===== config.mk =====
export PLATFORM = sky130hd
export DESIGN_NAME = cpr_core_privilege_regs
export DESIGN_NICKNAME = d
export VERILOG_FILES = /design/src/logic/cpr_core_privilege_regs.sv /design/src/logic/cpr_bank.sv
export SDC_FILE = /design/constraint.sdc
export NUM_CORES = 2
export LEC_CHECK = 0
export BUFFER_PORTS_ARGS = -buffer_cell sky130_fd_sc_hd__buf_2
export CAP_MARGIN = 0
export CORE_AREA = 2 2 286 288
export CTS_CLUSTER_SIZE = 40
export DETAILED_ROUTE_END_ITERATION = 10
export DIE_AREA = 0 0 288 290
export HOLD_SLACK_MARGIN = 0.02
export PLACE_DENSITY = 0.78
export SETUP_SLACK_MARGIN = 0.2
export SLEW_MARGIN = 5
export SYNTH_ARGS = -nofsm -noshare
export SYNTH_HDL_FRONTEND = slang
export SYNTH_HIERARCHICAL = 1
export SYNTH_SLANG_ARGS = --single-unit

===== constraint.sdc =====
create_clock -name clk -period 4.41 [get_ports clk]
set_input_delay 0.6615 -clock clk [delete_from_list [all_inputs] [get_ports clk]]
set_output_delay 0.6615 -clock clk [all_outputs]
set_load 0.01 [all_outputs]

===== src/logic/cpr_core_privilege_regs.sv =====
// The register offsets and the AXI4-Lite register port were chosen for this implementation.
`timescale 1ns/1ps
package cpr_pkg;
   localparam logic [7:0] OFS_DATA0 = 8'h00;
   localparam logic [7:0] OFS_ADDR0 = 8'h20;
   localparam logic [7:0] OFS_COND = 8'h40;
   localparam logic [7:0] OFS_STATUS = 8'h44;
   localparam logic [7:0] OFS_VBASE = 8'h48;
   localparam logic [7:0] OFS_SRAMB = 8'h4c;
   localparam logic [7:0] OFS_PERIB = 8'h50;
   localparam logic [7:0] OFS_REGION0 = 8'h54;
   localparam logic [7:0] OFS_REGION1 = 8'h58;
   localparam logic [7:0] OFS_CACHE = 8'h5c;
   localparam logic [7:0] OFS_MACSTATE = 8'h60;
   localparam logic [7:0] OFS_MACSUM = 8'h64;
   localparam logic [7:0] OFS_MACMASK = 8'h68;
   localparam logic [7:0] OFS_EVENT = 8'h6c;
   localparam logic [7:0] OFS_CORESTAT = 8'h70;
   localparam int SUPER_BIT = 13;
   localparam int EV_ENTRY_BIT = 0;
   localparam int EV_RETURN_BIT = 1;
   localparam int EV_PRIV_BIT = 2;
   localparam int CS_SUPER_BIT = 0;
   localparam int CS_VIOL_BIT = 1;
   localparam int MAC_MASK_EN_BIT = 5;
   localparam int VBASE_LSB = 20;
   localparam logic [15:0] STATUS_RST = 16'h2000;
   localparam logic [31:0] VBASE_KEEP = 32'hfff0_0000;
   localparam logic [1:0] RESP_OKAY = 2'b00;
   localparam logic [1:0] RESP_SLVERR = 2'b10;
   localparam logic [1:0] RESP_DECERR = 2'b11;
endpackage

module cpr_core_privilege_regs (
   // clock and reset
   input wire logic clk,
   input wire logic arst_n,
   // axi4-lite write address
   input wire logic [7:0] s_axi_awaddr,
   input wire logic s_axi_awvalid,
   output logic s_axi_awready,
   // axi4-lite write data
   input wire logic [31:0] s_axi_wdata,
   input wire logic [3:0] s_axi_wstrb,
   input wire logic s_axi_wvalid,
   output logic s_axi_wready,
   // axi4-lite write response
   output logic [1:0] s_axi_bresp,
   output logic s_axi_bvalid,
   input wire logic s_axi_bready,
   // axi4-lite read address
   input wire logic [7:0] s_axi_araddr,
   input wire logic s_axi_arvalid,
   output logic s_axi_arready,
   // axi4-lite read data
   output logic [31:0] s_axi_rdata,
   output logic [1:0] s_axi_rresp,
   output logic s_axi_rvalid,
   input wire logic s_axi_rready,
   // level tag and resource bases
   output logic access_super,
   output logic [31:0] vector_table_addr,
   output logic [31:0] sram_base,
   output logic [31:0] periph_base,
   // multiply-accumulate operand address masking
   input wire logic [31:0] mac_addr_in,
   output logic [31:0] mac_addr_out,
   // exception activity
   output logic exc_taken,
   output logic priv_violation
);
   logic [7:0] awaddr_q;
   logic aw_full_q;
   logic [31:0] wdata_q;
   logic [3:0] wstrb_q;
   logic w_full_q;
   logic bvalid_q;
   logic [1:0] bresp_q;
   logic rvalid_q;
   logic [1:0] rresp_q;
   logic [31:0] rdata_q;
   logic [15:0] status_q;
   logic [15:0] stacked_q;
   logic [31:0] vbase_q;
   logic [31:0] sramb_q;
   logic [31:0] perib_q;
   logic [31:0] region0_q;
   logic [31:0] region1_q;
   logic [31:0] cache_q;
   logic [31:0] macstate_q;
   logic [31:0] macsum_q;
   logic [31:0] macmask_q;
   logic viol_q;
   logic exc_q;
   logic [31:0] mac_addr_q;
   logic super_now;
   logic do_wr;
   logic do_rd;
   logic wr_bank;
   logic rd_bank;
   logic wr_super_only;
   logic rd_super_only;
   logic wr_known;
   logic rd_known;
   logic wr_deny;
   logic rd_deny;
   logic ev_entry;
   logic ev_return;
   logic ev_priv;
   logic take_exc;
   logic leave_exc;
   logic [31:0] bank_rd;
   logic [31:0] wmask;
   logic [31:0] rd_mux;

   assign super_now = status_q[cpr_pkg::SUPER_BIT];
   assign access_super = super_now;

   // write channels taken in either order
   assign s_axi_awready = !aw_full_q && !bvalid_q;
   assign s_axi_wready = !w_full_q && !bvalid_q;
   assign do_wr = aw_full_q && w_full_q && !bvalid_q;
   assign s_axi_arready = !rvalid_q;
   assign do_rd = s_axi_arvalid && s_axi_arready;

   always_ff @(posedge clk or negedge arst_n) begin
      if (!arst_n) begin
         aw_full_q <= 1'b0;
         awaddr_q <= 8'h00;
      end else if (s_axi_awvalid && s_axi_awready) begin
         aw_full_q <= 1'b1;
         awaddr_q <= s_axi_awaddr;
      end else if (do_wr) begin
         aw_full_q <= 1'b0;
      end
   end

   always_ff @(posedge clk or negedge arst_n) begin
      if (!arst_n) begin
         w_full_q <= 1'b0;
         wdata_q <= 32'h0000_0000;
         wstrb_q <= 4'h0;
      end else if (s_axi_wvalid && s_axi_wready) begin
         w_full_q <= 1'b1;
         wdata_q <= s_axi_wdata;
         wstrb_q <= s_axi_wstrb;
      end else if (do_wr) begin
         w_full_q <= 1'b0;
      end
   end

   for (genvar b = 0; b < 4; b++) begin : g_mask
      assign wmask[8*b +: 8] = {8{wstrb_q[b]}};
   end

   // address decode
   assign wr_bank = awaddr_q[7:6] == 2'b00 && awaddr_q[1:0] == 2'b00;
   assign rd_bank = s_axi_araddr[7:6] == 2'b00 && s_axi_araddr[1:0] == 2'b00;

   function automatic logic is_super_reg(input logic [7:0] a);
      // configuration registers and the full status word
      is_super_reg = a == cpr_pkg::OFS_STATUS || a == cpr_pkg::OFS_VBASE || a == cpr_pkg::OFS_SRAMB ||
                     a == cpr_pkg::OFS_PERIB || a == cpr_pkg::OFS_REGION0 || a == cpr_pkg::OFS_REGION1 ||
                     a == cpr_pkg::OFS_CACHE;
   endfunction

   function automatic logic is_known(input logic [7:0] a);
      is_known = a[1:0] == 2'b00 && a <= cpr_pkg::OFS_CORESTAT;
   endfunction

   assign wr_super_only = is_super_reg(awaddr_q);
   assign rd_super_only = is_super_reg(s_axi_araddr);
   assign wr_known = is_known(awaddr_q);
   assign rd_known = is_known(s_axi_araddr);
   // user level limited to the subset
   assign wr_deny = do_wr && wr_known && wr_super_only && !super_now;
   assign rd_deny = do_rd && rd_known && rd_super_only && !super_now;

   // event register strobes
   assign ev_entry = do_wr && awaddr_q == cpr_pkg::OFS_EVENT && wstrb_q[0] && wdata_q[cpr_pkg::EV_ENTRY_BIT];
   assign ev_return = do_wr && awaddr_q == cpr_pkg::OFS_EVENT && wstrb_q[0] && wdata_q[cpr_pkg::EV_RETURN_BIT];
   assign ev_priv = do_wr && awaddr_q == cpr_pkg::OFS_EVENT && wstrb_q[0] && wdata_q[cpr_pkg::EV_PRIV_BIT];
   assign take_exc = ev_entry || wr_deny || rd_deny || ((ev_return || ev_priv) && !super_now);
   assign leave_exc = ev_return && super_now && !take_exc;

   cpr_bank u_bank (
      .clk(clk),
      .arst_n(arst_n),
      .wr_en(do_wr && wr_bank),
      .wr_idx(awaddr_q[5:2]),
      .wr_strb(wstrb_q),
      .wr_data(wdata_q),
      .sp_push(take_exc),
      .sp_pop(leave_exc),
      .rd_idx(s_axi_araddr[5:2]),
      .rd_data(bank_rd),
      .sp_value()
   );

   // status word and its stacked copy
   always_ff @(posedge clk or negedge arst_n) begin
      if (!arst_n) begin
         status_q <= cpr_pkg::STATUS_RST;
         stacked_q <= cpr_pkg::STATUS_RST;
      end else if (take_exc) begin
         stacked_q <= status_q;
         status_q[cpr_pkg::SUPER_BIT] <= 1'b1;
      end else if (leave_exc) begin
         // restored flag may drop to user
         status_q <= stacked_q;
      end else if (do_wr && awaddr_q == cpr_pkg::OFS_STATUS && super_now) begin
         // clear flag in the written word drops to user
         status_q <= (status_q & ~wmask[15:0]) | (wdata_q[15:0] & wmask[15:0]);
      end else if (do_wr && awaddr_q == cpr_pkg::OFS_COND && wstrb_q[0]) begin
         // flag byte is the status low byte
         status_q[7:0] <= wdata_q[7:0];
      end
   end

   // supervisor configuration registers
   always_ff @(posedge clk or negedge arst_n) begin
      if (!arst_n) begin
         vbase_q <= 32'h0000_0000;
         sramb_q <= 32'h0000_0000;
         perib_q <= 32'h0000_0000;
         region0_q <= 32'h0000_0000;
         region1_q <= 32'h0000_0000;
         cache_q <= 32'h0000_0000;
      end else if (do_wr && super_now) begin
         unique case (awaddr_q)
            // low 20 bits forced to zero
            cpr_pkg::OFS_VBASE: vbase_q <= ((vbase_q & ~wmask) | (wdata_q & wmask)) & cpr_pkg::VBASE_KEEP;
            cpr_pkg::OFS_SRAMB: sramb_q <= (sramb_q & ~wmask) | (wdata_q & wmask);
            cpr_pkg::OFS_PERIB: perib_q <= (perib_q & ~wmask) | (wdata_q & wmask);
            cpr_pkg::OFS_REGION0: region0_q <= (region0_q & ~wmask) | (wdata_q & wmask);
            cpr_pkg::OFS_REGION1: region1_q <= (region1_q & ~wmask) | (wdata_q & wmask);
            cpr_pkg::OFS_CACHE: cache_q <= (cache_q & ~wmask) | (wdata_q & wmask);
            default: ;
         endcase
      end
   end

   // user-level multiply-accumulate registers
   always_ff @(posedge clk or negedge arst_n) begin
      if (!arst_n) begin
         macstate_q <= 32'h0000_0000;
         macsum_q <= 32'h0000_0000;
         macmask_q <= 32'h0000_0000;
      end else if (do_wr) begin
         unique case (awaddr_q)
            cpr_pkg::OFS_MACSTATE: macstate_q <= (macstate_q & ~wmask) | (wdata_q & wmask);
            cpr_pkg::OFS_MACSUM: macsum_q <= (macsum_q & ~wmask) | (wdata_q & wmask);
            cpr_pkg::OFS_MACMASK: macmask_q <= (macmask_q & ~wmask) | (wdata_q & wmask);
            default: ;
         endcase
      end
   end

   always_ff @(posedge clk or negedge arst_n) begin
      if (!arst_n) begin
         mac_addr_q <= 32'h0000_0000;
      end else if (macstate_q[cpr_pkg::MAC_MASK_EN_BIT]) begin
         mac_addr_q <= mac_addr_in & macmask_q;
      end else begin
         mac_addr_q <= mac_addr_in;
      end
   end

   // sticky violation, a new one wins over the clear
   always_ff @(posedge clk or negedge arst_n) begin
      if (!arst_n) begin
         viol_q <= 1'b0;
      end else if (wr_deny || rd_deny || ((ev_return || ev_priv) && !super_now)) begin
         viol_q <= 1'b1;
      end else if (do_wr && awaddr_q == cpr_pkg::OFS_CORESTAT && wstrb_q[0] && wdata_q[cpr_pkg::CS_VIOL_BIT]) begin
         viol_q <= 1'b0;
      end
   end

   always_ff @(posedge clk or negedge arst_n) begin
      if (!arst_n) begin
         exc_q <= 1'b0;
      end else begin
         exc_q <= take_exc;
      end
   end

   // write response
   always_ff @(posedge clk or negedge arst_n) begin
      if (!arst_n) begin
         bvalid_q <= 1'b0;
         bresp_q <= cpr_pkg::RESP_OKAY;
      end else if (do_wr) begin
         bvalid_q <= 1'b1;
         bresp_q <= !wr_known ? cpr_pkg::RESP_DECERR : (wr_deny ? cpr_pkg::RESP_SLVERR : cpr_pkg::RESP_OKAY);
      end else if (s_axi_bready) begin
         bvalid_q <= 1'b0;
      end
   end

   // read mux, denied reads return zero
   always_comb begin
      rd_mux = 32'h0000_0000;
      if (rd_bank) begin
         rd_mux = bank_rd;
      end else begin
         unique case (s_axi_araddr)
            cpr_pkg::OFS_COND: rd_mux = {24'h000000, status_q[7:0]};
            cpr_pkg::OFS_STATUS: rd_mux = {16'h0000, status_q};
            cpr_pkg::OFS_VBASE: rd_mux = vbase_q;
            cpr_pkg::OFS_SRAMB: rd_mux = sramb_q;
            cpr_pkg::OFS_PERIB: rd_mux = perib_q;
            cpr_pkg::OFS_REGION0: rd_mux = region0_q;
            cpr_pkg::OFS_REGION1: rd_mux = region1_q;
            cpr_pkg::OFS_CACHE: rd_mux = cache_q;
            cpr_pkg::OFS_MACSTATE: rd_mux = macstate_q;
            cpr_pkg::OFS_MACSUM: rd_mux = macsum_q;
            cpr_pkg::OFS_MACMASK: rd_mux = macmask_q;
            cpr_pkg::OFS_CORESTAT: rd_mux = {30'h0, viol_q, super_now};
            default: rd_mux = 32'h0000_0000;
         endcase
      end
   end

   always_ff @(posedge clk or negedge arst_n) begin
      if (!arst_n) begin
         rvalid_q <= 1'b0;
         rresp_q <= cpr_pkg::RESP_OKAY;
         rdata_q <= 32'h0000_0000;
      end else if (do_rd) begin
         rvalid_q <= 1'b1;
         rresp_q <= !rd_known ? cpr_pkg::RESP_DECERR : (rd_deny ? cpr_pkg::RESP_SLVERR : cpr_pkg::RESP_OKAY);
         rdata_q <= (rd_deny || !rd_known) ? 32'h0000_0000 : rd_mux;
      end else if (s_axi_rready) begin
         rvalid_q <= 1'b0;
      end
   end

   assign s_axi_bvalid = bvalid_q;
   assign s_axi_bresp = bresp_q;
   assign s_axi_rvalid = rvalid_q;
   assign s_axi_rresp = rresp_q;
   assign s_axi_rdata = rdata_q;
   assign vector_table_addr = vbase_q;
   assign sram_base = sramb_q;
   assign periph_base = perib_q;
   assign mac_addr_out = mac_addr_q;
   assign exc_taken = exc_q;
   assign priv_violation = viol_q;
endmodule


===== src/logic/cpr_bank.sv =====
`timescale 1ns/1ps
module cpr_bank (
   // clock and reset
   input wire logic clk,
   input wire logic arst_n,
   // write port with byte strobes
   input wire logic wr_en,
   input wire logic [3:0] wr_idx,
   input wire logic [3:0] wr_strb,
   input wire logic [31:0] wr_data,
   // hardware stack pointer adjust
   input wire logic sp_push,
   input wire logic sp_pop,
   // read port
   input wire logic [3:0] rd_idx,
   output logic [31:0] rd_data,
   output logic [31:0] sp_value
);
   logic [31:0] regs_q [16];

   // byte lanes give byte, word, long
   for (genvar i = 0; i < 16; i++) begin : g_reg
      always_ff @(posedge clk or negedge arst_n) begin
         if (!arst_n) begin
            regs_q[i] <= 32'h0000_0000;
         end else if (i == 15 && sp_push) begin
            // stacking wins over a plain write
            regs_q[i] <= regs_q[i] - 32'h0000_0004;
         end else if (i == 15 && sp_pop) begin
            regs_q[i] <= regs_q[i] + 32'h0000_0004;
         end else if (wr_en && wr_idx == 4'(i)) begin
            for (int b = 0; b < 4; b++) begin
               if (wr_strb[b]) begin
                  regs_q[i][8*b +: 8] <= wr_data[8*b +: 8];
               end
            end
         end
      end
   end

   assign rd_data = regs_q[rd_idx];
   assign sp_value = regs_q[15];
endmodule


==> results.sh <==
export IMPL_areaGrowthSynthToFinish_pct=13.3
export IMPL_drive_above_1_share=0.444
export IMPL_dpl_cell_area_um2=46300
export IMPL_dp_hpwl_mm=86.6
export IMPL_clock_fmax_mhz=277
export IMPL_endpoint="u_bank/sp_value[25]$_DFFE_PN0P_"
export IMPL_clockPowerShare=0.339
export IMPL_cpMostUsedCell="buf_4"
export IMPL_crit_path_end_kind="flop"
export IMPL_share_comb_of_total_power=0.165
export IMPL_ios=263
export IMPL_r2r_setup_slack_ns=0.80
export IMPL_setup_tns_ns=0
export IMPL_wl_mm=128
export IMPL_cts_sinks=930
export IMPL_setup_viol=0
export IMPL_antenna_found_initial=8
export IMPL_cts_htree_levels=3
export IMPL_path_max_fanout=22
export IMPL_skew_ns=0.0250
export IMPL_status="finished, final reports clean"
export IMPL_post_cts_buffers=0
export IMPL_drc=0
export IMPL_cts_buffers_inserted=90
export IMPL_hp_class="in -> async"
export IMPL_sw_frac_of_total=0.317
export IMPL_grt_first_pass_wirelength_mm=193
export IMPL_grt_max_degree=106
export IMPL_port_buffer_count=242
export IMPL_hold_buffers=0
export IMPL_num_rows=104
export IMPL_rr_endpoint="u_bank/sp_value[25]$_DFFE_PN0P_"
export IMPL_finalCritPeriodShare=0.818
export IMPL_cts_tree="yes"
export IMPL_netlist_instances=3142
export IMPL_core_um2=80200
export IMPL_max_vdd_ir_drop_uv=375
export IMPL_synth_warnings=6
export IMPL_final_area_um2=49400
export IMPL_overflow=0
export IMPL_die_w_um=288
export IMPL_cpPeakStageDelay_ns=0.66
export IMPL_avgSynthCellArea_um2=13.9
export IMPL_power_switching_uw=7370
export IMPL_worstSetupStartpoint="awaddr_q[3]$_DFFE_PN0P_"
export IMPL_dieArea_um2=83500
export IMPL_criticalPathCategory="reg -> reg"
export IMPL_antenna_diode_count=0
export IMPL_initial_core_util=0.544
export IMPL_grt_pass1_vias=30338
export IMPL_cts_resized_gates=0
export IMPL_synthesis_area_um2=43600
export IMPL_dr_pass1_iters=8
export IMPL_cap_violations=0
export IMPL_drtAntennaViolNets=0
export IMPL_power_density_nw_per_um2=471
export IMPL_via_per_inst=6.61
export IMPL_p_int_uw=15900
export IMPL_die_h_um=290
export IMPL_p_leak_uw=0.0236
export IMPL_rsz0062_at_grt="false"
export IMPL_cp_required_ns=4.97
export IMPL_relSlewSlack=0.118
export IMPL_drt_initial_drc_count=3216
export IMPL_seqPwrFrac=0.496
export IMPL_reg2reg_depth=12
export IMPL_period_needed_ns=3.61
export IMPL_grt_use_total=0.306
export IMPL_path_clk_slew_ns=0.06
export IMPL_crit_slowest_cell="or4_1"
export IMPL_wl_per_cell_um=28.3
export IMPL_nNetsFinal=3473
export IMPL_clk_latency_ns=0.65
export IMPL_route_vias_total=29822
export IMPL_cp_arrival_ns=4.17
export IMPL_clockBufferDepth=3
export IMPL_worstReg2RegStart="awaddr_q[3]$_DFFE_PN0P_"
export IMPL_path_cells="or4_1 -> a311o_1 -> o32ai_4 -> nor2_2 -> inv_1 -> buf_4 -> nand2b_1 -> buf_4 -> nor2_1 -> o31ai_1 -> o2111ai_1 -> a31oi_1"
export IMPL_critPathLaunchType="flop"
export IMPL_routabilityCongestion=0.978
export IMPL_slew_viol_final=0
export IMPL_final_hold_violation_count=0
export IMPL_worst_pin_slew_ns=1.32
export IMPL_cts_root_buf="clkbuf_16"
==> layout by cell type, fill, tap and decap left out, types with 9 or more instances in the layout <==
cell type	instances
mux2_1	20
conb_1	20
dfrtp_1	928
nand2_1	181
clkbuf_16	92
a22o_1	25
o22ai_1	14
a22oi_1	60
inv_1	47
nand4_1	17
nor2_1	72
a222oi_1	16
clkbuf_8	26
a32oi_1	14
a32o_1	10
xnor2_1	25
buf_4	121
nand3b_1	14
a21boi_0	33
o21ai_0	42
or3_1	9
nor4_1	20
nor2b_1	12
buf_12	10
o2bb2ai_1	11
and3_1	13
nand3_1	36
mux2_2	791
mux2i_1	25
a221o_1	11
mux2_4	15
mux4_2	161
a211oi_1	15
nor3_1	39
a21oi_1	34
clkbuf_1	19
buf_2	238
clkinv_2	13
a2bb2oi_1	10
==> layer usage <==
metal	up-vias	wire, µm	GRT usage
met5	-	89	0
met4	14	6760	0.149
met3	401	11900	0.0666
met2	1693	60400	0.484
met1	15463	48700	0.403
li1	12251	-	-
==> critical path, delay by kind of cell (launching register included) <==
| kind | cells | cell delay [ns] |
|---|---|---|
| AOI/OAI and AO/OA | 5 | 1.17 |
| and+or+nand+nor | 4 | 1.13 |
| DFF | 1 | 0.60 |
| buffers and inverters | 3 | 0.63 |
==> power by group through the flow <==
stage | Combinational (µW) | Clock [µW] | Sequential (µW)
final | 3850 | 7890 | 11500
after global routing | 4110 | 8300 | 11700
after CTS | 3820 | 7950 | 11500
after detailed placement | 3790 | 0 | 11600
after global placement | 3700 | 0 | 11500
after floorplan | 2880 | 0 | 10500
==> per-stage QoR <==
step | cells | util | power (µW) | setup WS, ns | hold slack (ns)
after floorplan | 3161 | - | 13300 | 1.04 | 0.366
after global placement | 4348 | 0.578 | 15200 | 0.658 | 0.471
after detailed placement | 4348 | 0.578 | 15400 | 0.580 | 0.480
after CTS | 4513 | 0.616 | 23200 | 0.880 | 0.0439
after global routing | 4513 | 0.616 | 24100 | 0.645 | 0.0754
final | 4513 | 0.616 | 23300 | 0.805 | 0.0169
==> worst min path at each step <==
stage                                         startpoint                              to  slack, ns
after floorplan                                   arst_n                       async pin       0.37
after global placement     u_bank/regs_q[43]$_DFFE_PN0P_   u_bank/regs_q[43]$_DFFE_PN0P_       0.47
after detailed placement  u_bank/regs_q[410]$_DFFE_PN0P_  u_bank/regs_q[410]$_DFFE_PN0P_       0.48
after CTS                                         arst_n        stacked_q[3]$_DFFE_PN0P_       0.04
after global routing                              arst_n        stacked_q[3]$_DFFE_PN0P_       0.08
final                                             arst_n        stacked_q[3]$_DFFE_PN0P_       0.02
==> area by class of cell <==
type                       count  area (µm²)
fill                        5911       30800
sequential                   930       23300
multi-input combinational   1939       19200
clock buffer                 137        2730
timing repair buffer         372        2340
tap                         1060        1330
clock inverter                28         294
inverter                      47         176
Power figures use the tool's default switching activity.
